--- src/qstc_pkg.sv ---
// constants of the quarter-second time counter: register map, field layout,
// reset values, prescaler divisors and power mode codes.
// assumes a 32-bit Avalon-MM register port with one register per aligned word.
package qstc_pkg;

  // register byte offsets
  localparam logic [4:0] QSTC_OFS_CONTROL = 5'h00;
  localparam logic [4:0] QSTC_OFS_STATUS  = 5'h04;
  localparam logic [4:0] QSTC_OFS_COUNT   = 5'h08;
  localparam logic [4:0] QSTC_OFS_MATCH   = 5'h0C;
  localparam logic [4:0] QSTC_OFS_GATE    = 5'h10;

  // control register fields
  localparam int QSTC_CTL_ENABLE   = 7;
  localparam int QSTC_CTL_SRC_HI   = 6;
  localparam int QSTC_CTL_SRC_LO   = 5;
  localparam int QSTC_CTL_CLEAR    = 4;
  localparam int QSTC_CTL_CLKOUT   = 3;
  localparam int QSTC_CTL_PS_HI    = 2;
  localparam int QSTC_CTL_PS_LO    = 0;

  // status register fields
  localparam int QSTC_ST_QSEC_F    = 7;
  localparam int QSTC_ST_SEC_F     = 6;
  localparam int QSTC_ST_MATCH_F   = 5;
  localparam int QSTC_ST_QSEC_IE   = 4;
  localparam int QSTC_ST_SEC_IE    = 3;
  localparam int QSTC_ST_MATCH_IE  = 2;

  // match register fields
  localparam int QSTC_MT_ENABLE    = 7;
  localparam int QSTC_MT_VAL_HI    = 5;

  // gate register field
  localparam int QSTC_GATE_BIT     = 0;

  // reset values
  localparam logic [7:0] QSTC_RST_CONTROL = 8'h00;
  localparam logic [7:0] QSTC_RST_STATUS  = 8'h00;
  localparam logic [7:0] QSTC_RST_COUNT   = 8'h00;
  localparam logic [5:0] QSTC_RST_MATCH   = 6'h00;
  localparam logic       QSTC_RST_GATE    = 1'b1;

  // clock source codes
  typedef enum logic [1:0] {
    QSTC_SRC_OSC  = 2'b00,
    QSTC_SRC_LOSC = 2'b01,
    QSTC_SRC_IREF = 2'b10,
    QSTC_SRC_RSVD = 2'b11
  } qstc_src_t;

  // power modes
  typedef enum logic [2:0] {
    QSTC_PM_RUN    = 3'b000,
    QSTC_PM_LORUN  = 3'b001,
    QSTC_PM_WAIT   = 3'b010,
    QSTC_PM_LOWAIT = 3'b011,
    QSTC_PM_STOP3  = 3'b100,
    QSTC_PM_STOP2  = 3'b101
  } qstc_pm_t;

  // first stage: reference edges per derived clock period
  // codes 000..111: 1k, 32.768k, 32k, 38.4k, 4.9152M, 4M, 8M, 16M
  localparam logic [8:0] QSTC_PRE1_DIV [0:7] = '{
    9'h001, 9'h001, 9'h001, 9'h001, 9'h080, 9'h07D, 9'h0FA, 9'h1F4};
  // second stage: derived clock periods per quarter second (4 Hz)
  localparam logic [13:0] QSTC_PRE2_DIV [0:7] = '{
    14'h00FA, 14'h2000, 14'h1F40, 14'h2580,
    14'h2580, 14'h1F40, 14'h1F40, 14'h1F40};

  localparam logic [1:0] QSTC_SEC_PHASE = 2'b00;

endpackage

--- src/qstc_edge_sync.sv ---
// two-flop synchroniser with rising-edge detect for one reference clock pin.
// assumes the pin is asynchronous to clock and slower than half its rate.
`timescale 1ns/1ps
module qstc_edge_sync (
  input  wire logic clock,
  input  wire logic reset,
  input  wire logic pin,
  output logic      level,
  output logic      rise
);

  logic meta_r;
  logic sync_r;
  logic prev_r;

  always_ff @(posedge clock) begin
    if (reset) begin
      meta_r <= 1'b0;
      sync_r <= 1'b0;
      prev_r <= 1'b0;
    end else begin
      meta_r <= pin;
      sync_r <= meta_r;
      prev_r <= sync_r;
    end
  end

  assign level = sync_r;
  assign rise  = sync_r & ~prev_r;

endmodule

--- src/qstc_time_counter.sv ---
// quarter-second time counter: prescaler, 8-bit counter, match, events,
// derived clock output and Avalon-MM register slave.
// assumes reference clocks arrive as asynchronous pins and power_mode comes
// from the system power controller on the same clock.
`timescale 1ns/1ps
module qstc_time_counter #(
  parameter int unsigned div_shift = 0
) (
  input  wire logic        clock,
  input  wire logic        reset,
  input  wire logic [4:0]  avs_address,
  input  wire logic        avs_read,
  input  wire logic        avs_write,
  input  wire logic [31:0] avs_writedata,
  input  wire logic [3:0]  avs_byteenable,
  output logic      [31:0] avs_readdata,
  output logic             avs_waitrequest,
  input  wire logic        internal_reference_clock,
  input  wire logic        crystal_oscillator_output,
  input  wire logic        low_power_oscillator,
  input  wire logic [2:0]  power_mode,
  input  wire logic        adc_hw_trigger_select,
  output logic             irq,
  output logic             wake_request,
  output logic             adc_trigger,
  output logic             derived_clock_out
);

  // control and status state
  logic        enable_r;
  logic [1:0]  clock_source_select_r;
  logic        clkout_en_r;
  logic [2:0]  prescaler_select_r;
  logic        qsec_flag_r;
  logic        sec_flag_r;
  logic        match_flag_r;
  logic        qsec_ie_r;
  logic        sec_ie_r;
  logic        match_irq_enable_r;
  logic        match_enable_r;
  logic [5:0]  match_val_r;
  logic        gate_r;
  logic [7:0]  count_r;
  logic [8:0]  pre1_r;
  logic [13:0] pre2_r;

  // bus handshake and registered outputs
  logic        wait_r;
  logic [31:0] rdata_r;
  logic        irq_r;
  logic        wake_r;
  logic        adc_r;
  logic        dclk_r;

  // synchronised reference clocks
  logic osc_lvl;
  logic osc_rise;
  logic losc_lvl;
  logic losc_rise;
  logic iref_lvl;
  logic iref_rise;

  qstc_edge_sync u_sync_osc (
    .clock (clock),
    .reset (reset),
    .pin   (crystal_oscillator_output),
    .level (osc_lvl),
    .rise  (osc_rise)
  );

  qstc_edge_sync u_sync_losc (
    .clock (clock),
    .reset (reset),
    .pin   (low_power_oscillator),
    .level (losc_lvl),
    .rise  (losc_rise)
  );

  qstc_edge_sync u_sync_iref (
    .clock (clock),
    .reset (reset),
    .pin   (internal_reference_clock),
    .level (iref_lvl),
    .rise  (iref_rise)
  );

  // source selection
  logic ref_rise;
  logic ref_lvl;
  logic stop2;

  assign stop2 = (power_mode == qstc_pkg::QSTC_PM_STOP2);

  always_comb begin
    ref_rise = 1'b0;
    ref_lvl  = 1'b0;
    case (clock_source_select_r)
      qstc_pkg::QSTC_SRC_OSC: begin
        ref_rise = osc_rise;
        ref_lvl  = osc_lvl;
      end
      qstc_pkg::QSTC_SRC_LOSC: begin
        ref_rise = losc_rise;
        ref_lvl  = losc_lvl;
      end
      qstc_pkg::QSTC_SRC_IREF: begin
        ref_rise = iref_rise & ~stop2;
        ref_lvl  = iref_lvl & ~stop2;
      end
      default: begin
        ref_rise = 1'b0;
        ref_lvl  = 1'b0;
      end
    endcase
  end

  // prescaler divisors
  logic [8:0]  div1;
  logic [13:0] div2_raw;
  logic [13:0] div2;

  assign div1     = qstc_pkg::QSTC_PRE1_DIV[prescaler_select_r];
  assign div2_raw = qstc_pkg::QSTC_PRE2_DIV[prescaler_select_r] >> div_shift;
  assign div2     = (div2_raw == 14'h0000) ? 14'h0001 : div2_raw;

  // bus decode
  logic        bus_req;
  logic        bus_go;
  logic        wr_go;
  logic        wr_ctl;
  logic        wr_st;
  logic        wr_mt;
  logic        clear_req;
  logic [7:0]  wd;

  assign bus_req   = avs_read | avs_write;
  assign bus_go    = bus_req & ~wait_r;
  assign wd        = avs_writedata[7:0];
  assign wr_go     = bus_go & avs_write & avs_byteenable[0];
  assign wr_ctl    = wr_go & gate_r & (avs_address == qstc_pkg::QSTC_OFS_CONTROL);
  assign wr_st     = wr_go & gate_r & (avs_address == qstc_pkg::QSTC_OFS_STATUS);
  assign wr_mt     = wr_go & gate_r & (avs_address == qstc_pkg::QSTC_OFS_MATCH);
  assign clear_req = wr_ctl & wd[qstc_pkg::QSTC_CTL_CLEAR];

  // time base
  logic        pre1_done;
  logic        tick;
  logic [7:0]  count_inc;
  logic        match_hit;
  logic        sec_hit;

  assign pre1_done = ref_rise & (pre1_r >= div1 - 9'h001);
  assign tick      = enable_r & pre1_done & (pre2_r >= div2 - 14'h0001);
  assign count_inc = count_r + 8'h01;
  assign match_hit = tick & match_enable_r & (count_inc == {match_val_r, 2'b00});
  assign sec_hit   = tick & (count_inc[1:0] == qstc_pkg::QSTC_SEC_PHASE);

  always_ff @(posedge clock) begin
    if (reset || !enable_r || clear_req) begin
      pre1_r <= 9'h000;
      pre2_r <= 14'h0000;
    end else if (ref_rise) begin
      if (pre1_done) begin
        pre1_r <= 9'h000;
        if (pre2_r >= div2 - 14'h0001) begin
          pre2_r <= 14'h0000;
        end else begin
          pre2_r <= pre2_r + 14'h0001;
        end
      end else begin
        pre1_r <= pre1_r + 9'h001;
      end
    end
  end

  always_ff @(posedge clock) begin
    if (reset || !enable_r || clear_req) begin
      count_r <= qstc_pkg::QSTC_RST_COUNT;
    end else if (match_hit) begin
      count_r <= 8'h00;
    end else if (tick) begin
      count_r <= count_inc;
    end
  end

  // control register; kept across power mode changes
  always_ff @(posedge clock) begin
    if (reset) begin
      enable_r              <= qstc_pkg::QSTC_RST_CONTROL[qstc_pkg::QSTC_CTL_ENABLE];
      clock_source_select_r <= qstc_pkg::QSTC_RST_CONTROL[qstc_pkg::QSTC_CTL_SRC_HI:
                                                          qstc_pkg::QSTC_CTL_SRC_LO];
      clkout_en_r           <= qstc_pkg::QSTC_RST_CONTROL[qstc_pkg::QSTC_CTL_CLKOUT];
      prescaler_select_r    <= qstc_pkg::QSTC_RST_CONTROL[qstc_pkg::QSTC_CTL_PS_HI:
                                                          qstc_pkg::QSTC_CTL_PS_LO];
    end else if (wr_ctl) begin
      enable_r              <= wd[qstc_pkg::QSTC_CTL_ENABLE];
      clock_source_select_r <= wd[qstc_pkg::QSTC_CTL_SRC_HI:qstc_pkg::QSTC_CTL_SRC_LO];
      clkout_en_r           <= wd[qstc_pkg::QSTC_CTL_CLKOUT];
      prescaler_select_r    <= wd[qstc_pkg::QSTC_CTL_PS_HI:qstc_pkg::QSTC_CTL_PS_LO];
    end
  end

  // interrupt enables
  always_ff @(posedge clock) begin
    if (reset) begin
      qsec_ie_r          <= qstc_pkg::QSTC_RST_STATUS[qstc_pkg::QSTC_ST_QSEC_IE];
      sec_ie_r           <= qstc_pkg::QSTC_RST_STATUS[qstc_pkg::QSTC_ST_SEC_IE];
      match_irq_enable_r <= qstc_pkg::QSTC_RST_STATUS[qstc_pkg::QSTC_ST_MATCH_IE];
    end else if (wr_st) begin
      qsec_ie_r          <= wd[qstc_pkg::QSTC_ST_QSEC_IE];
      sec_ie_r           <= wd[qstc_pkg::QSTC_ST_SEC_IE];
      match_irq_enable_r <= wd[qstc_pkg::QSTC_ST_MATCH_IE];
    end
  end

  // sticky event flags: a new event wins over a write-one clear
  always_ff @(posedge clock) begin
    if (reset) begin
      qsec_flag_r  <= qstc_pkg::QSTC_RST_STATUS[qstc_pkg::QSTC_ST_QSEC_F];
      sec_flag_r   <= qstc_pkg::QSTC_RST_STATUS[qstc_pkg::QSTC_ST_SEC_F];
      match_flag_r <= qstc_pkg::QSTC_RST_STATUS[qstc_pkg::QSTC_ST_MATCH_F];
    end else begin
      if (tick) begin
        qsec_flag_r <= 1'b1;
      end else if (wr_st && wd[qstc_pkg::QSTC_ST_QSEC_F]) begin
        qsec_flag_r <= 1'b0;
      end
      if (sec_hit) begin
        sec_flag_r <= 1'b1;
      end else if (wr_st && wd[qstc_pkg::QSTC_ST_SEC_F]) begin
        sec_flag_r <= 1'b0;
      end
      if (match_hit) begin
        match_flag_r <= 1'b1;
      end else if (wr_st && wd[qstc_pkg::QSTC_ST_MATCH_F]) begin
        match_flag_r <= 1'b0;
      end
    end
  end

  // match register
  always_ff @(posedge clock) begin
    if (reset) begin
      match_enable_r <= 1'b0;
      match_val_r    <= qstc_pkg::QSTC_RST_MATCH;
    end else if (wr_mt) begin
      match_enable_r <= wd[qstc_pkg::QSTC_MT_ENABLE];
      match_val_r    <= wd[qstc_pkg::QSTC_MT_VAL_HI:0];
    end
  end

  // bus clock gate; writable even while gated so software can reopen it
  always_ff @(posedge clock) begin
    if (reset) begin
      gate_r <= qstc_pkg::QSTC_RST_GATE;
    end else if (wr_go && avs_address == qstc_pkg::QSTC_OFS_GATE) begin
      gate_r <= wd[qstc_pkg::QSTC_GATE_BIT];
    end
  end

  // interrupt, wake and adc trigger
  logic irq_nxt;

  assign irq_nxt = (qsec_flag_r & qsec_ie_r) | (sec_flag_r & sec_ie_r)
                 | (match_flag_r & match_irq_enable_r);

  always_ff @(posedge clock) begin
    if (reset) begin
      irq_r  <= 1'b0;
      wake_r <= 1'b0;
      adc_r  <= 1'b0;
    end else begin
      irq_r  <= irq_nxt;
      wake_r <= irq_nxt & (power_mode != qstc_pkg::QSTC_PM_RUN);
      adc_r  <= match_hit & adc_hw_trigger_select;
    end
  end

  // derived clock output; stops in stop2 when the internal reference is the source
  logic dclk_nxt;

  always_comb begin
    if (!clkout_en_r) begin
      dclk_nxt = 1'b0;
    end else if (div1 == 9'h001) begin
      dclk_nxt = ref_lvl;
    end else begin
      dclk_nxt = (pre1_r < (div1 >> 1));
    end
  end

  always_ff @(posedge clock) begin
    if (reset) begin
      dclk_r <= 1'b0;
    end else begin
      dclk_r <= dclk_nxt;
    end
  end

  // read mux
  logic [7:0] rd_byte;

  always_comb begin
    rd_byte = 8'h00;
    case (avs_address)
      qstc_pkg::QSTC_OFS_CONTROL:
        rd_byte = {enable_r, clock_source_select_r, 1'b0, clkout_en_r,
                   prescaler_select_r};
      qstc_pkg::QSTC_OFS_STATUS:
        rd_byte = {qsec_flag_r, sec_flag_r, match_flag_r, qsec_ie_r, sec_ie_r,
                   match_irq_enable_r, 2'b00};
      qstc_pkg::QSTC_OFS_COUNT:
        rd_byte = count_r;
      qstc_pkg::QSTC_OFS_MATCH:
        rd_byte = {match_enable_r, 1'b0, match_val_r};
      qstc_pkg::QSTC_OFS_GATE:
        rd_byte = {7'h00, gate_r};
      default:
        rd_byte = 8'h00;
    endcase
  end

  // one wait cycle per access: data latched on the same edge that drops waitrequest
  always_ff @(posedge clock) begin
    if (reset) begin
      wait_r  <= 1'b1;
      rdata_r <= 32'h0000_0000;
    end else if (bus_go) begin
      wait_r <= 1'b1;
    end else if (bus_req) begin
      wait_r <= 1'b0;
      if (gate_r || avs_address == qstc_pkg::QSTC_OFS_GATE) begin
        rdata_r <= {24'h000000, rd_byte};
      end else begin
        rdata_r <= 32'h0000_0000;
      end
    end
  end

  assign avs_readdata      = rdata_r;
  assign avs_waitrequest   = wait_r;
  assign irq               = irq_r;
  assign wake_request      = wake_r;
  assign adc_trigger       = adc_r;
  assign derived_clock_out = dclk_r;

endmodule

--- config.mk ---
export PLATFORM = sky130hd
export DESIGN_NAME = qstc_time_counter
export DESIGN_NICKNAME = d
export VERILOG_FILES = /design/src/qstc_pkg.sv /design/src/qstc_edge_sync.sv /design/src/qstc_time_counter.sv
export SDC_FILE = /design/constraint.sdc
export NUM_CORES = 1
export LEC_CHECK = 0
export ABC_AREA = 1
export BUFFER_PORTS_ARGS = -buffer_cell sky130_fd_sc_hd__buf_2
export CORE_ASPECT_RATIO = 0.8
export CORE_UTILIZATION = 35
export CTS_BUF_LIST = sky130_fd_sc_hd__clkbuf_4
export DETAILED_ROUTE_END_ITERATION = 8
export PLACE_DENSITY_LB_ADDON = 0.12
export SLEW_MARGIN = 20
export SYNTH_ARGS = -nofsm -noshare
export SYNTH_HDL_FRONTEND = slang
export SYNTH_SLANG_ARGS = --single-unit
--- constraint.sdc ---
create_clock -name clock -period 2.9 [get_ports clock]
set_input_delay 0 -clock clock [delete_from_list [all_inputs] [get_ports clock]]
set_output_delay 0 -clock clock [all_outputs]
set_load 0.02 [all_outputs]
# Word level (Yosys, flattened, before mapping)
# Memories as Yosys holds them, arrays and structs flattened.
# Index checks and enable logic that the tools add are counted.
totals:
  romBits: 184
  output_inout_bits: 37
  elab_cells: 125
  n_memories: 2
  in_bits: 52
  reg_bits: 98
mem_list:
  columns: ["name", "depth", "width", "rd", "rd_clocked_by_memory_dff", "write_ports", "line_no", "rtl"]
  rows:
  - ["(no name shown)", 8, 14, 1, 0, 0, "qstc_time_counter.sv:123", "assign div2_raw = qstc_pkg::QSTC_PRE2_DIV[prescaler_select_r] >> div_shift;"]
  - ["(no name shown)", 8, 9, 1, 0, 0, "qstc_time_counter.sv:122", "assign div1 = qstc_pkg::QSTC_PRE1_DIV[prescaler_select_r];"]
op_classes:
  add_sub_neg: 5
  n_reduce_logical: 21
  n_mux: 18
  n_eq_ne: 9
  bitwise: 35
  n_lt_le_gt_ge: 4
op_table:
  columns: ["operator", "count"]
  rows:
  - ["two-way mux 14 bit", 4]
  - ["one-hot mux 8 bit (5 select lines)", 1]
  - ["two-way mux 9 bit", 3]
  - ["bitwise AND 1 bit", 24]
  - ["adder 14 x 1 -> 14 bit, second input constant", 1]
  - ["greater-or-equal comparator 14 bit", 1]
  - ["logical NOT 14 bit", 1]
  - ["subtractor 14 x 1 -> 14 bit, second input constant", 1]
  - ["equality test 5 x 4 -> 1 bit, second input constant", 2]
  - ["adder 9 x 1 -> 9 bit, second input constant", 1]
  - ["equality test 9 x 1 -> 1 bit, second input constant", 1]
  - ["greater-or-equal comparator 9 bit", 1]
  - ["< comparator 9 x 8 -> 1 bit", 1]
  - ["subtractor 9 x 1 -> 9 bit, second input constant", 1]
  - ["adder 8 x 1 -> 8 bit, second input constant", 1]
  - ["equality test 8 bit", 1]
  - ["two-way mux 8 bit", 1]
  - ["two-way mux 1 bit", 7]
  - ["NOT 1 bit", 7]
  - ["one-hot mux 1 bit (3 select lines)", 2]
  - ["nonzero test 2 bit", 3]
  - ["OR reduction 2 bit", 3]
  - ["equality test 5 x 3 -> 1 bit, second input constant", 1]
  - ["equality test 5 bit, second input constant", 1]
  - ["13 further kinds", 22]

# Longest topological paths before layout
# Gate-level depths: netlist of run 1.
depth:
  depth_word: 12
  depth_mapped: 23
  ltp_nobuf: 23

# Modules after synthesis
# Synthesis of run 1 repeated with hierarchy kept, for this count alone.
hier_totals:
  hier_cells: 703
  hier_area_um2: 4752.1
by_module_without_submodules:
  columns: ["mod", "area_each_um2", "cells_each", "instances"]
  rows:
  - ["qstc_time_counter", 4493.1, 673, 1]
  - ["qstc_edge_sync", 86.3, 10, 3]

# Least setup slack after synthesis of run 1
# OpenSTA, ideal clock, no wires.
synth_path:
  path_kind: "register to register"
  start: "register prescaler_select_r[0]"
  end: "register count_r[1]"
  arrival_ps: 2786
  path_slack_ps: 1
  stages_incl_launch_ff: 23
  path_cell_list: "dfxtp_1 inv_1 ha_1 nor2_2 inv_1 o21ai_0 inv_1 nor2_1 inv_1 nor2_1 nor2_1 ha_1 nand2_1 nor2_1 nand2_1 nor2_1 nor2_1 nand2_2 nor2_4 nor2_4 nand2_4 nand2_4 nor2_1"
synth_via:
  elab_chain_len: 12
synth_rtl:
  columns: ["item", "line_no", "rtl"]
  rows:
  - ["start: declaration", "qstc_time_counter.sv:33", "logic [2:0] prescaler_select_r;"]
  - ["start signal: assignment", "qstc_time_counter.sv:193", "prescaler_select_r <= qstc_pkg::QSTC_RST_CONTROL[qstc_pkg::QSTC_CTL_PS_HI:"]
  - ["start signal: assignment", "qstc_time_counter.sv:199", "prescaler_select_r <= wd[qstc_pkg::QSTC_CTL_PS_HI:qstc_pkg::QSTC_CTL_PS_LO];"]
  - ["NOT 3 -> 4 bit (not written as such) (*)", "qstc_time_counter.sv:122, qstc_time_counter.sv:123", null]
  - ["memory read (8 x 14 bit) or memory read (8 x 9 bit) (tied branches)", null, null]
  - ["two-way mux 14 bit (not written as such) or two-way mux 9 bit (tied branches) (2 in a row)", "qstc_time_counter.sv:123, qstc_time_counter.sv:122", null]
  - ["logical NOT 14 bit or subtractor 9 x 1 -> 9 bit (tied branches)", "qstc_time_counter.sv:124, qstc_time_counter.sv:152", null]
  - ["two-way mux 14 bit or greater-or-equal comparator 9 bit (tied branches)", "qstc_time_counter.sv:124, qstc_time_counter.sv:152", null]
  - ["subtractor 14 x 1 -> 14 bit or bitwise AND 1 bit (tied branches)", "qstc_time_counter.sv:153, qstc_time_counter.sv:152", null]
  - ["greater-or-equal comparator 14 bit or bitwise AND 1 bit (tied branches)", "qstc_time_counter.sv:153", "assign tick = enable_r & pre1_done & (pre2_r >= div2 - 14'h0001);"]
  - ["bitwise AND 1 bit (*)", "qstc_time_counter.sv:153", null]
  - ["bitwise AND 1 bit (2 in a row)", "qstc_time_counter.sv:155", "assign match_hit = tick & match_enable_r & (count_inc == {match_val_r, 2'b00});"]
  - ["OR reduction 2 bit (no source line)", null, null]
  - ["end signal: assignment", "qstc_time_counter.sv:178", "count_r <= qstc_pkg::QSTC_RST_COUNT;"]
  - ["end signal: assignment", "qstc_time_counter.sv:182", "count_r <= count_inc;"]
  - ["end: declaration", "qstc_time_counter.sv:43", "logic [7:0] count_r;"]
# Every way passes the cells marked *; elsewhere a longest branch is shown, timed or not. The select of a mux whose other input is x is not followed.
# A chain may end at the register's enable or synchronous reset.

# Worst setup path after layout of run 1
layout_path:
  start: "register prescaler_select_r[1]"
  end: "register count_r[0]"
# The elaborated chain is that of the path after synthesis.

==> results of run 1 <==
-- flip-flops by register name (all words and copies together) (netlist names), 2 cells and up --
signal	flops
pre2_r	14
pre1_r	9
avs_readdata	8
count_r	8
match_val_r	6
prescaler_select_r	3
clock_source_select_r	2
-- power breakdown --
group	switching, W	internal [W]
Clock	0.000439	0.000269
Combinational	0.0000977	0.0000557
Sequential	0.00000339	0.00102
-- through the flow --
step,hold slack (ns),cells
2_1_floorplan,0.0997,740
3_3_place_gp,0.207,953
3_5_place_dp,0.212,953
4_1_cts,0.0146,999
5_1_grt,0.0606,1007
6_report,0.0522,1007
-- cell type report --
cell class,instances,area [µm²],share of cell area
flip-flops and latches,74,1480,0.240
multi-input cells,540,3190,0.516
inverters,92,353,0.0571
well taps,180,225,0.0365
repair buffers,105,783,0.127
clock buffers,9,67.6,0.0109
clock inverters,7,77.6,0.0126
-- cell families (layout without fill, tap and decap cells) --
logic type | Yosys count | in the layout
compound gates | 102 | 102
xor+xnor | 15 | 15
fa+ha+maj | 39 | 39
buf+inv | 127 | 213
flops | 74 | 74
other cells | 2 | 27
simple gates | 356 | 357
-- layer usage --
metal  part of all wire  vias up  global-route usage
met5                  0        -                   0
met4              0.013        0              0.0593
met3              0.046       11              0.0447
met2               0.42      114               0.281
met1               0.52     2188               0.272
li1                   -     2455                   -
-- worst min path at each step --
| stage | startpoint | endpoint | depth (start not counted) |
|---|---|---|---|
| 2_1_floorplan | reset | avs_waitrequest$_SDFFE_PP1N_ | 2 |
| 3_3_place_gp | crystal_oscillator_output | u_sync_osc.meta_r$_SDFF_PP0_ | 3 |
| 3_5_place_dp | internal_reference_clock | u_sync_iref.meta_r$_SDFF_PP0_ | 3 |
| 4_1_cts | avs_byteenable[0] | prescaler_select_r[0]$_SDFFE_PP0P_ | 5 |
| 5_1_grt | avs_byteenable[0] | prescaler_select_r[0]$_SDFFE_PP0P_ | 5 |
| 6_report | avs_byteenable[0] | prescaler_select_r[0]$_SDFFE_PP0P_ | 5 |
-- layout by cell type (no fill, tap or decap), drive strengths merged --
master / Yosys / routed
xnor2: 4 / 4
o21ai: 42 / 42
o2111ai: 3 / 3
dlygate4sd3: 0 / 26
o31ai: 1 / 1
nand4: 11 / 11
ha: 39 / 39
inv: 92 / 94
clkbuf: 6 / 9
o22ai: 2 / 2
nand2: 164 / 164
nor2: 123 / 124
conb: 2 / 27
clkinv: 0 / 3
bufinv: 0 / 1
nand3: 33 / 33
a21oi: 48 / 48
clkinvlp: 0 / 1
nor3b: 2 / 2
o21bai: 1 / 1
a211oi: 1 / 1
xor2: 11 / 11
o221ai: 1 / 1
and2: 1 / 1
nand3b: 3 / 3
o211ai: 3 / 3
buf: 29 / 79
dfxtp: 74 / 74
nor3: 19 / 19
-- repair_timing --
item,CTS,global route
gates resized for setup,21,79
endpoints found under the setup margin,34,34
hold buffers,26,0
pin swaps,9,41
hold endpoints to repair,41,0
buffers inserted,3,8
cloned,1,0
-- worst max-delay path, stage by stage, from the launching register on --
cell,delay (ns)
dfxtp_2,0.37
inv_4,0.05
ha_4,0.27
inv_2,0.04
o21ai_2,0.14
inv_2,0.06
nor2_4,0.08
inv_2,0.06
nor2_4,0.16
nor2_2,0.05
ha_1,0.29
nand2_1,0.06
nor2_1,0.13
nand2_1,0.09
nor2_1,0.12
nor2_1,0.07
nand2_2,0.08
nor2_4,0.05
buf_6,0.11
nor2_4,0.17
nand2_4,0.10
nand2_8,0.13
nor2_4,0.05
==> out/metrics.cfg, run 1 <==
[sta]
rsz0062_at_grt = true
tightest_slew_ns = 0.676
period_needed_ns = 2.82
fin_worst_skew_ns = 0.0336
slew_violations = 0
setup_ws_ns = 0.0754
tns_ns = 0
finalHoldViolations = 0
setup_viol = 0
period_share = 0.974
max_freq_mhz = 354
slew_headroom = 0.549

[global_routing]
grt_pass1_wl_um = 21300
gr-total-overflow = 0
grt_max_degree = 25
antenna_found_initial = 0
grt_pass1_vias = 4318
grt.total_usage = 0.191

[synth]
synth_ff_type = dfxtp_1
yosysSeqAreaShare = 0.306
yosys.area_share.xor_xnor = 0.0271
syn-cell-area_um2 = 4850
yosysWarnings = 0
yosys.area_share.simple = 0.325
async_reset_ff_frac = 0
synth_common_cells = nand2_1, nor2_1, inv_1
synth.area.top_cells = dfxtp_1, nand2_1, ha_1
synth_edf_count = 0
syn_inst = 715
yosys.area.top_type = dfxtp_1
synth.ff_latch_count = 74
yosysMostFrequentCell = nand2_1
synth_top_area_share = 0.306
synth.avg_cell_area_um2 = 6.78
synth_fa_ha_area_frac = 0.101
synth_mux_area_frac = 0
synth_top_family_by_area = simple AND/OR/NAND/NOR gates
ys_types = 41
synth_compound_area_frac = 0.114

[clocking]
cts-buffers-inserted = 9
htreeDepth = 3
clk_latency_ns = 0.50
cts_root_buffer = clkbuf_4
cts_tree = built
clock_path_buffers = 2
cts.reportedPaths.clkPinSlew_ns = 0.14
clkSinkCount = 74

[routing]
drtAntennaViolNets = 0
drc = 0
drtPass1Iterations = 5
viasPerCell = 4.73
num_vias = 4768
avgRoutedWirePerCell_um = 13.1
drt-initial-drc-count = 360
wl_um = 13200

[run_status]
run_status = finished clean

[setup_path]
worstPathMaxFanout = 8
reg2reg_depth = 22
r2r_end = count_r[0]$_SDFFE_PP0P_
crit_start = prescaler_select_r[1]$_SDFFE_PP0P_
reg2reg_slack_ns = 0.08
crit_type = reg2reg
cp_data_arrival_time_ns = 3.20
r2r_start = prescaler_select_r[1]$_SDFFE_PP0P_
crit_path_end = count_r[0]$_SDFFE_PP0P_
end_kind = flip-flop
startpoint_type = flip-flop
worstPathRequired_ns = 3.28

[layout]
fin_util = 0.456
layout-drive-gt1-share = 0.230
fillers = 1404
n_antenna_cell = 0
area_growth_pct = 27.4
stdcell_area_um2 = 6180
num-nets-final = 913

[floorplanning]
core.rowCount = 38
ios = 89
core_area_um2 = 13600
die_area_um2 = 14300
die_h_um = 107
initial_core_util = 0.358
die_w_um = 134

[min_path]
hold_class = in2reg

[flow_run]
cap_viol_max_count = 0

[place]
placed_area_um2 = 5320
place_hpwl_um = 9900
port_buffers = 37
gp_congestion = 0.904
place_ws_ns = -0.173

[power_and_ir_drop]
totalPowerFinal_w = 0.00189
p_leak_nw = 2.68
irDropWorstVdd_v = 0.000192
p_per_area_nw_per_um2 = 306

Note: power is estimated with default switching activity, not from simulation.
==> run 2, diff against run 1 <==
--- a/config.mk
+++ b/config.mk
@@ -8,7 +8,7 @@
 export ABC_AREA = 1
 export BUFFER_PORTS_ARGS = -buffer_cell sky130_fd_sc_hd__buf_2
 export CORE_ASPECT_RATIO = 0.8
-export CORE_UTILIZATION = 35
+export CORE_UTILIZATION = 44
 export CTS_BUF_LIST = sky130_fd_sc_hd__clkbuf_4
 export DETAILED_ROUTE_END_ITERATION = 8
 export PLACE_DENSITY_LB_ADDON = 0.12
==> run 2 against run 1 <==
Against the previous run:
- via count increased by 0.84%
- cell count shrank 4.9%
- first-iteration DRC count up 13%
- combinational power down 3%
- sequential power is essentially flat
- routed wire length decreased by 3.3%
- clock power grew 8.2%
- global-route usage rose by 3.8 points
- die area fell by 20%
- critical path type unchanged
- critical endpoint is now pre2_r[2]$_SDFFE_PP0P_
- largest cell class unchanged
==> out/metrics.cfg, run 2 (synthesized netlist as in run 1, its figures left out) <==
[setup_path]
max_stage_delay_ns = 0.37
crit_path_frequent_cell = nand2_2
worstPathMaxFanout = 13
crit_path_end = pre2_r[2]$_SDFFE_PP0P_
crit_start = prescaler_select_r[1]$_SDFFE_PP0P_
crit_chain = inv_4 > ha_4 > buf_4 > nand2_4 > nand2_2 > inv_2 > nand2_2 > inv_2 > nand2_2 > xnor2_1 > ha_1 > nand2_2 > inv_1 > a21oi_2 > nand4_4 > nand2_8 > buf_12 > inv_6 > nand2_2 > xor2_1 > nor2_2
reg2reg_depth = 21
startpoint_type = flip-flop
crit_type = reg2reg
worstPathRequired_ns = 3.26
r2r_start = prescaler_select_r[1]$_SDFFE_PP0P_
r2r_end = pre2_r[2]$_SDFFE_PP0P_
cpMaxStageDelayCell = dfxtp_2
reg2reg_slack_ns = 0.06
end_kind = flip-flop
cp_data_arrival_time_ns = 3.19

[layout]
final_cell_mix = nand2_1, nor2_1, inv_1, dfxtp_1, a21oi_1
largestRegisters = pre2_r: 14 flops, pre1_r: 9 flops
layout-drive-gt1-share = 0.215
final_common_cell = nand2_1
fillers = 1032
area_growth_pct = 23.5
n_antenna_cell = 0
multi_input_area_um2 = 3100
fin_util = 0.571
num-nets-final = 904
largest_register_ffs = 14
largest-register = pre2_r
area.sequential_um2 = 1480

[power_and_ir_drop]
irDropWorstVdd_v = 0.000276
switchingPower_w = 0.000508
p_per_area_nw_per_um2 = 324
pwr-share-clk = 0.395
p_sw_frac = 0.262
p_leak_nw = 2.66
p_seq_frac = 0.529
pwr-share-comb = 0.076
totalPowerFinal_w = 0.00194
internal_power_w = 0.00143

[clocking]
clock_path_buffers = 2
clk_latency_ns = 0.45
cts_root_buffer = clkbuf_4
clkSinkCount = 74
cts.reportedPaths.clkPinSlew_ns = 0.14
cts-buffers-inserted = 9
cts_tree = built
htreeDepth = 3

[floorplanning]
core_area_um2 = 10500
core.rowCount = 33
die_area_um2 = 11400
ios = 89
initial_core_util = 0.462
die_w_um = 119
die_h_um = 95.9

[sta]
max_freq_mhz = 353
period_needed_ns = 2.84
tightest_slew_ns = 0.795
fin_worst_skew_ns = 0.0140
slew_headroom = 0.470
finalHoldViolations = 0
slew_violations = 0
tns_ns = 0
period_share = 0.978
setup_viol = 0
rsz0062_at_grt = true

[place]
port_buffers = 37
place_hpwl_um = 9610
gp_congestion = 0.934

[routing]
avgRoutedWirePerCell_um = 13.3
drt-initial-drc-count = 408
drtPass1Iterations = 5
viasPerCell = 5.02
drc = 0
num_vias = 4808
drtAntennaViolNets = 0
wl_um = 12700

[min_path]
hold_class = in2reg

[run_status]
run_status = finished clean

[flow_run]
cap_viol_max_count = 0

[global_routing]
gr-total-overflow = 0
grt_pass1_vias = 4281
grt_max_degree = 25
grt.total_usage = 0.228
antenna_found_initial = 0
grt_pass1_wl_um = 20600

==> run 2: cell count changes in the layout (fill, tap and decap cells not counted), moves of 2 or more <==
cell,previous run,this run
buf_4,36,33
buf_6,6,4
dlygate4sd3_1,26,21
ha_4,6,4
nand2_1,143,145
nor2_1,91,97
nor2_4,17,12
==> run 2: cell type report <==
type                            instances  area share
Clock buffer                            9      0.0113
Clock inverter                          7      0.0167
Inverter                               92      0.0598
Multi-Input combinational cell        540       0.517
Sequential cell                        74       0.248
Tap cell                              140      0.0293
Timing Repair Buffer                   96       0.118
==> run 2: repair_timing <==
item | in CTS | in global routing
gates cloned | 1 | 0
pin swaps | 7 | 38
buffers inserted | 2 | 8
hold buffers | 21 | 0
resized for setup | 19 | 64
setup endpoints to repair | 31 | 34
endpoints found under the hold margin | 31 | 0
==> run 2: worst min-delay path by stage <==
stage / start / endpoint / slack, ns / depth (start not counted)
CTS: avs_address[0] / avs_readdata[4]$_SDFFE_PP0P_ / 0.04 / 6
finish: avs_address[0] / avs_readdata[7]$_SDFFE_PP0P_ / 0.06 / 6
floorplan: reset / avs_waitrequest$_SDFFE_PP1N_ / 0.1 / 2
detailed placement: internal_reference_clock / u_sync_iref.meta_r$_SDFF_PP0_ / 0.21 / 3
global route: avs_address[1] / avs_readdata[7]$_SDFFE_PP0P_ / 0.08 / 6
global placement: internal_reference_clock / u_sync_iref.meta_r$_SDFF_PP0_ / 0.20 / 3
==> run 2: power by group through the flow <==
stage,registers [W],logic (W),clock network (W)
after floorplan,0.00105,0.000104,0
after global placement,0.00105,0.000116,0
after detailed placement,0.00105,0.000117,0
after CTS,0.00103,0.000141,0.000787
after global routing,0.00103,0.000165,0.000828
final,0.00103,0.000148,0.000766
==> run 2: layer usage <==
metal  wire [µm]  global-route usage  vias to the layer above
li1            -                   -                     2437
met1        6280               0.322                     2207
met2        5460               0.353                      149
met5           0                   0                        -
met4         195              0.0688                        0
met3         790              0.0438                       15
==> run 2: worst max-delay path, delay by kind of cell (launching register included) <==
kind | cells | cell delay (ns)
xor+xnor | 2 | 0.30
fa+ha+maj | 2 | 0.55
flops | 1 | 0.37
simple gates | 9 | 0.79
buf+inv | 7 | 0.55
compound gates | 1 | 0.18
==> run 2: stage by stage <==
step	setup WS, ns	cell area (µm²)	instances	hold WS (ns)
after global placement	-0.0472	5250	910	0.200
after CTS	0.00357	5710	950	0.0376
after global routing	-0.0733	5990	958	0.0794
after floorplan	0.000781	4940	740	0.0997
final	0.0648	5990	958	0.0569
after detailed placement	-0.103	5250	910	0.205
==> run 3, diff against run 2 <==
--- a/config.mk
+++ b/config.mk
@@ -11,7 +11,7 @@
 export CORE_UTILIZATION = 44
 export CTS_BUF_LIST = sky130_fd_sc_hd__clkbuf_4
 export DETAILED_ROUTE_END_ITERATION = 8
-export PLACE_DENSITY_LB_ADDON = 0.12
+export PLACE_DENSITY = 0.68
 export SLEW_MARGIN = 20
 export SYNTH_ARGS = -nofsm -noshare
 export SYNTH_HDL_FRONTEND = slang
==> run 3 against run 2 <==
Against the previous run:
- power decreased by 3.9%
- die area unchanged
- via count increased by 0.37%
- global-route usage is 0.49 points lower
- register-to-register slack worse by 0.05 ns
- largest power group unchanged
- critical endpoint is now pre2_r[9]$_SDFFE_PP0P_
==> out/metrics.cfg, run 3 (synthesized netlist as in run 1, its figures left out) <==
[place]
gp_congestion = 0.903
port_buffers = 37
place_hpwl_um = 9270
dp_cells = 910
placed_area_um2 = 5250

[layout]
final_common_cell = nand2_1
n_antenna_cell = 0
largest-register = pre2_r
stdcell_area_um2 = 5970
final_cell_mix = nand2_1, nor2_1, inv_1, dfxtp_1, a21oi_1
fillers = 962
final_cells = 961
largestRegisters = pre2_r: 14 flops, pre1_r: 9 flops
layout-drive-gt1-share = 0.208
largest_register_ffs = 14
num-nets-final = 907
area_growth_pct = 23.1

[clocking]
cts_root_buffer = clkbuf_4
clkSinkCount = 74
cts.reportedPaths.clkPinSlew_ns = 0.14
clock_path_buffers = 2
cts-buffers-inserted = 9
clk_latency_ns = 0.45
htreeDepth = 3
cts_tree = built

[sta]
max_freq_mhz = 347
period_needed_ns = 2.88
fin_worst_skew_ns = 0.0236
setup_viol = 0
tightest_slew_ns = 0.757
slew_violations = 0
period_share = 0.994
rsz0062_at_grt = true
finalHoldViolations = 0
slew_headroom = 0.495
holdWs_ns = 0.0656

[min_path]
hold_class = in2reg

[floorplanning]
core.rowCount = 33
die_h_um = 95.9
die_area_um2 = 11400
die_w_um = 119
core_area_um2 = 10500
ios = 89
initial_core_util = 0.462

[routing]
avgRoutedWirePerCell_um = 13.2
wl_um = 12700
viasPerCell = 5.02
drtPass1Iterations = 5
drt-initial-drc-count = 402
num_vias = 4826
drtAntennaViolNets = 0
drc = 0

[setup_path]
cp_data_arrival_time_ns = 3.27
path_delay_family = simple AND/OR/NAND/NOR gates
crit_type = reg2reg
worst-path-buf-inv = 5
cpMaxStageDelayCell = dfxtp_2
worstPathRequired_ns = 3.29
end_kind = flip-flop
startpoint_type = flip-flop
crit_path_frequent_cell = nor2_4
worstPathMaxFanout = 5
max_stage_delay_ns = 0.36
crit_chain = buf_4 > ha_4 > nor2_4 > inv_2 > nor3_4 > buf_4 > nor2_1 > a21oi_1 > ha_1 > nand2_1 > inv_1 > nand2_1 > nand2_2 > nand2_2 > nand4_4 > nand2_8 > nor2_4 > buf_6 > nor2_4 > o21ai_1 > nor2_1

[global_routing]
grt.total_usage = 0.223
gr-total-overflow = 0
grt_pass1_vias = 4278
antenna_found_initial = 0
grt_pass1_wl_um = 20100
grt_max_degree = 25

[power_and_ir_drop]
irDropWorstVdd_v = 0.000197
p_per_area_nw_per_um2 = 313
p_leak_nw = 2.66

[run_status]
run_status = finished clean

[flow_run]
cap_viol_max_count = 0

==> run 3: cell type report <==
| cell class | count | area (µm²) | area share |
|---|---|---|---|
| Tap cell | 140 | 175 | 0.0293 |
| Inverter | 92 | 355 | 0.0595 |
| Clock inverter | 7 | 75.1 | 0.0126 |
| Clock buffer | 9 | 67.6 | 0.0113 |
| Multi-Input combinational cell | 540 | 3100 | 0.519 |
| Sequential cell | 74 | 1480 | 0.249 |
| Timing Repair Buffer | 99 | 716 | 0.120 |
==> run 3: power by group <==
part           switching [W]  total, W  leakage, nW  internal [W]
registers         0.00000327   0.00103        0.599       0.00102
clock network       0.000417  0.000688       0.0811      0.000270
logic              0.0000979  0.000151         1.98     0.0000536
total               0.000518   0.00187         2.66       0.00135
==> run 3: routing by layer <==
metal  wire (µm)  vias to the layer above  share of wire  global-route usage
met5           0                        -              0                   0
met4         163                        0          0.013              0.0750
met3         881                       16          0.070              0.0616
met2        5710                      159           0.45               0.342
met1        5900                     2204           0.47               0.304
li1            -                     2447              -                   -
==> run 3: worst paths after layout <==
kind / start / endpoint / slack [ns] / depth (start not counted)
max: prescaler_select_r[0]$_SDFFE_PP0P_ / pre2_r[9]$_SDFFE_PP0P_ / 0.02 / 21
min: avs_address[0] / avs_readdata[4]$_SDFFE_PP0P_ / 0.07 / 6
min reg2reg: u_sync_osc.meta_r$_SDFF_PP0_ / u_sync_osc.level$_SDFF_PP0_ / 0.42 / 2
max reg2reg: prescaler_select_r[0]$_SDFFE_PP0P_ / pre2_r[9]$_SDFFE_PP0P_ / 0.02 / 21
==> run 3: worst min-delay path: cells and delay by family <==
kind / cells / cell delay [ns]
and+or+nand+nor: 2 / 0.14
AOI/OAI and AO/OA: 3 / 0.27
buffers and inverters: 1 / 0.08
==> run 3: stage by stage <==
step	utilization	worst slack (ns)	power (W)	TNS [ns]
2_1_floorplan	-	0.000781	0.00115	0
3_3_place_gp	0.500	-0.0409	0.00117	-0.0546
3_5_place_dp	0.500	-0.124	0.00117	-2.01
4_1_cts	0.541	-0.0229	0.00187	-0.0863
5_1_grt	0.569	-0.191	0.00194	-3.24
6_report	0.569	0.0173	0.00187	0
==> run 3: what timing repair did <==
item | 4_1_cts | 5_1_grt
gates cloned | 1 | 0
resized for setup | 13 | 63
hold buffers | 23 | 0
endpoints found under the setup margin | 34 | 35
endpoints found under the hold margin | 40 | 0
pin swaps | 7 | 37
buffers inserted | 1 | 10
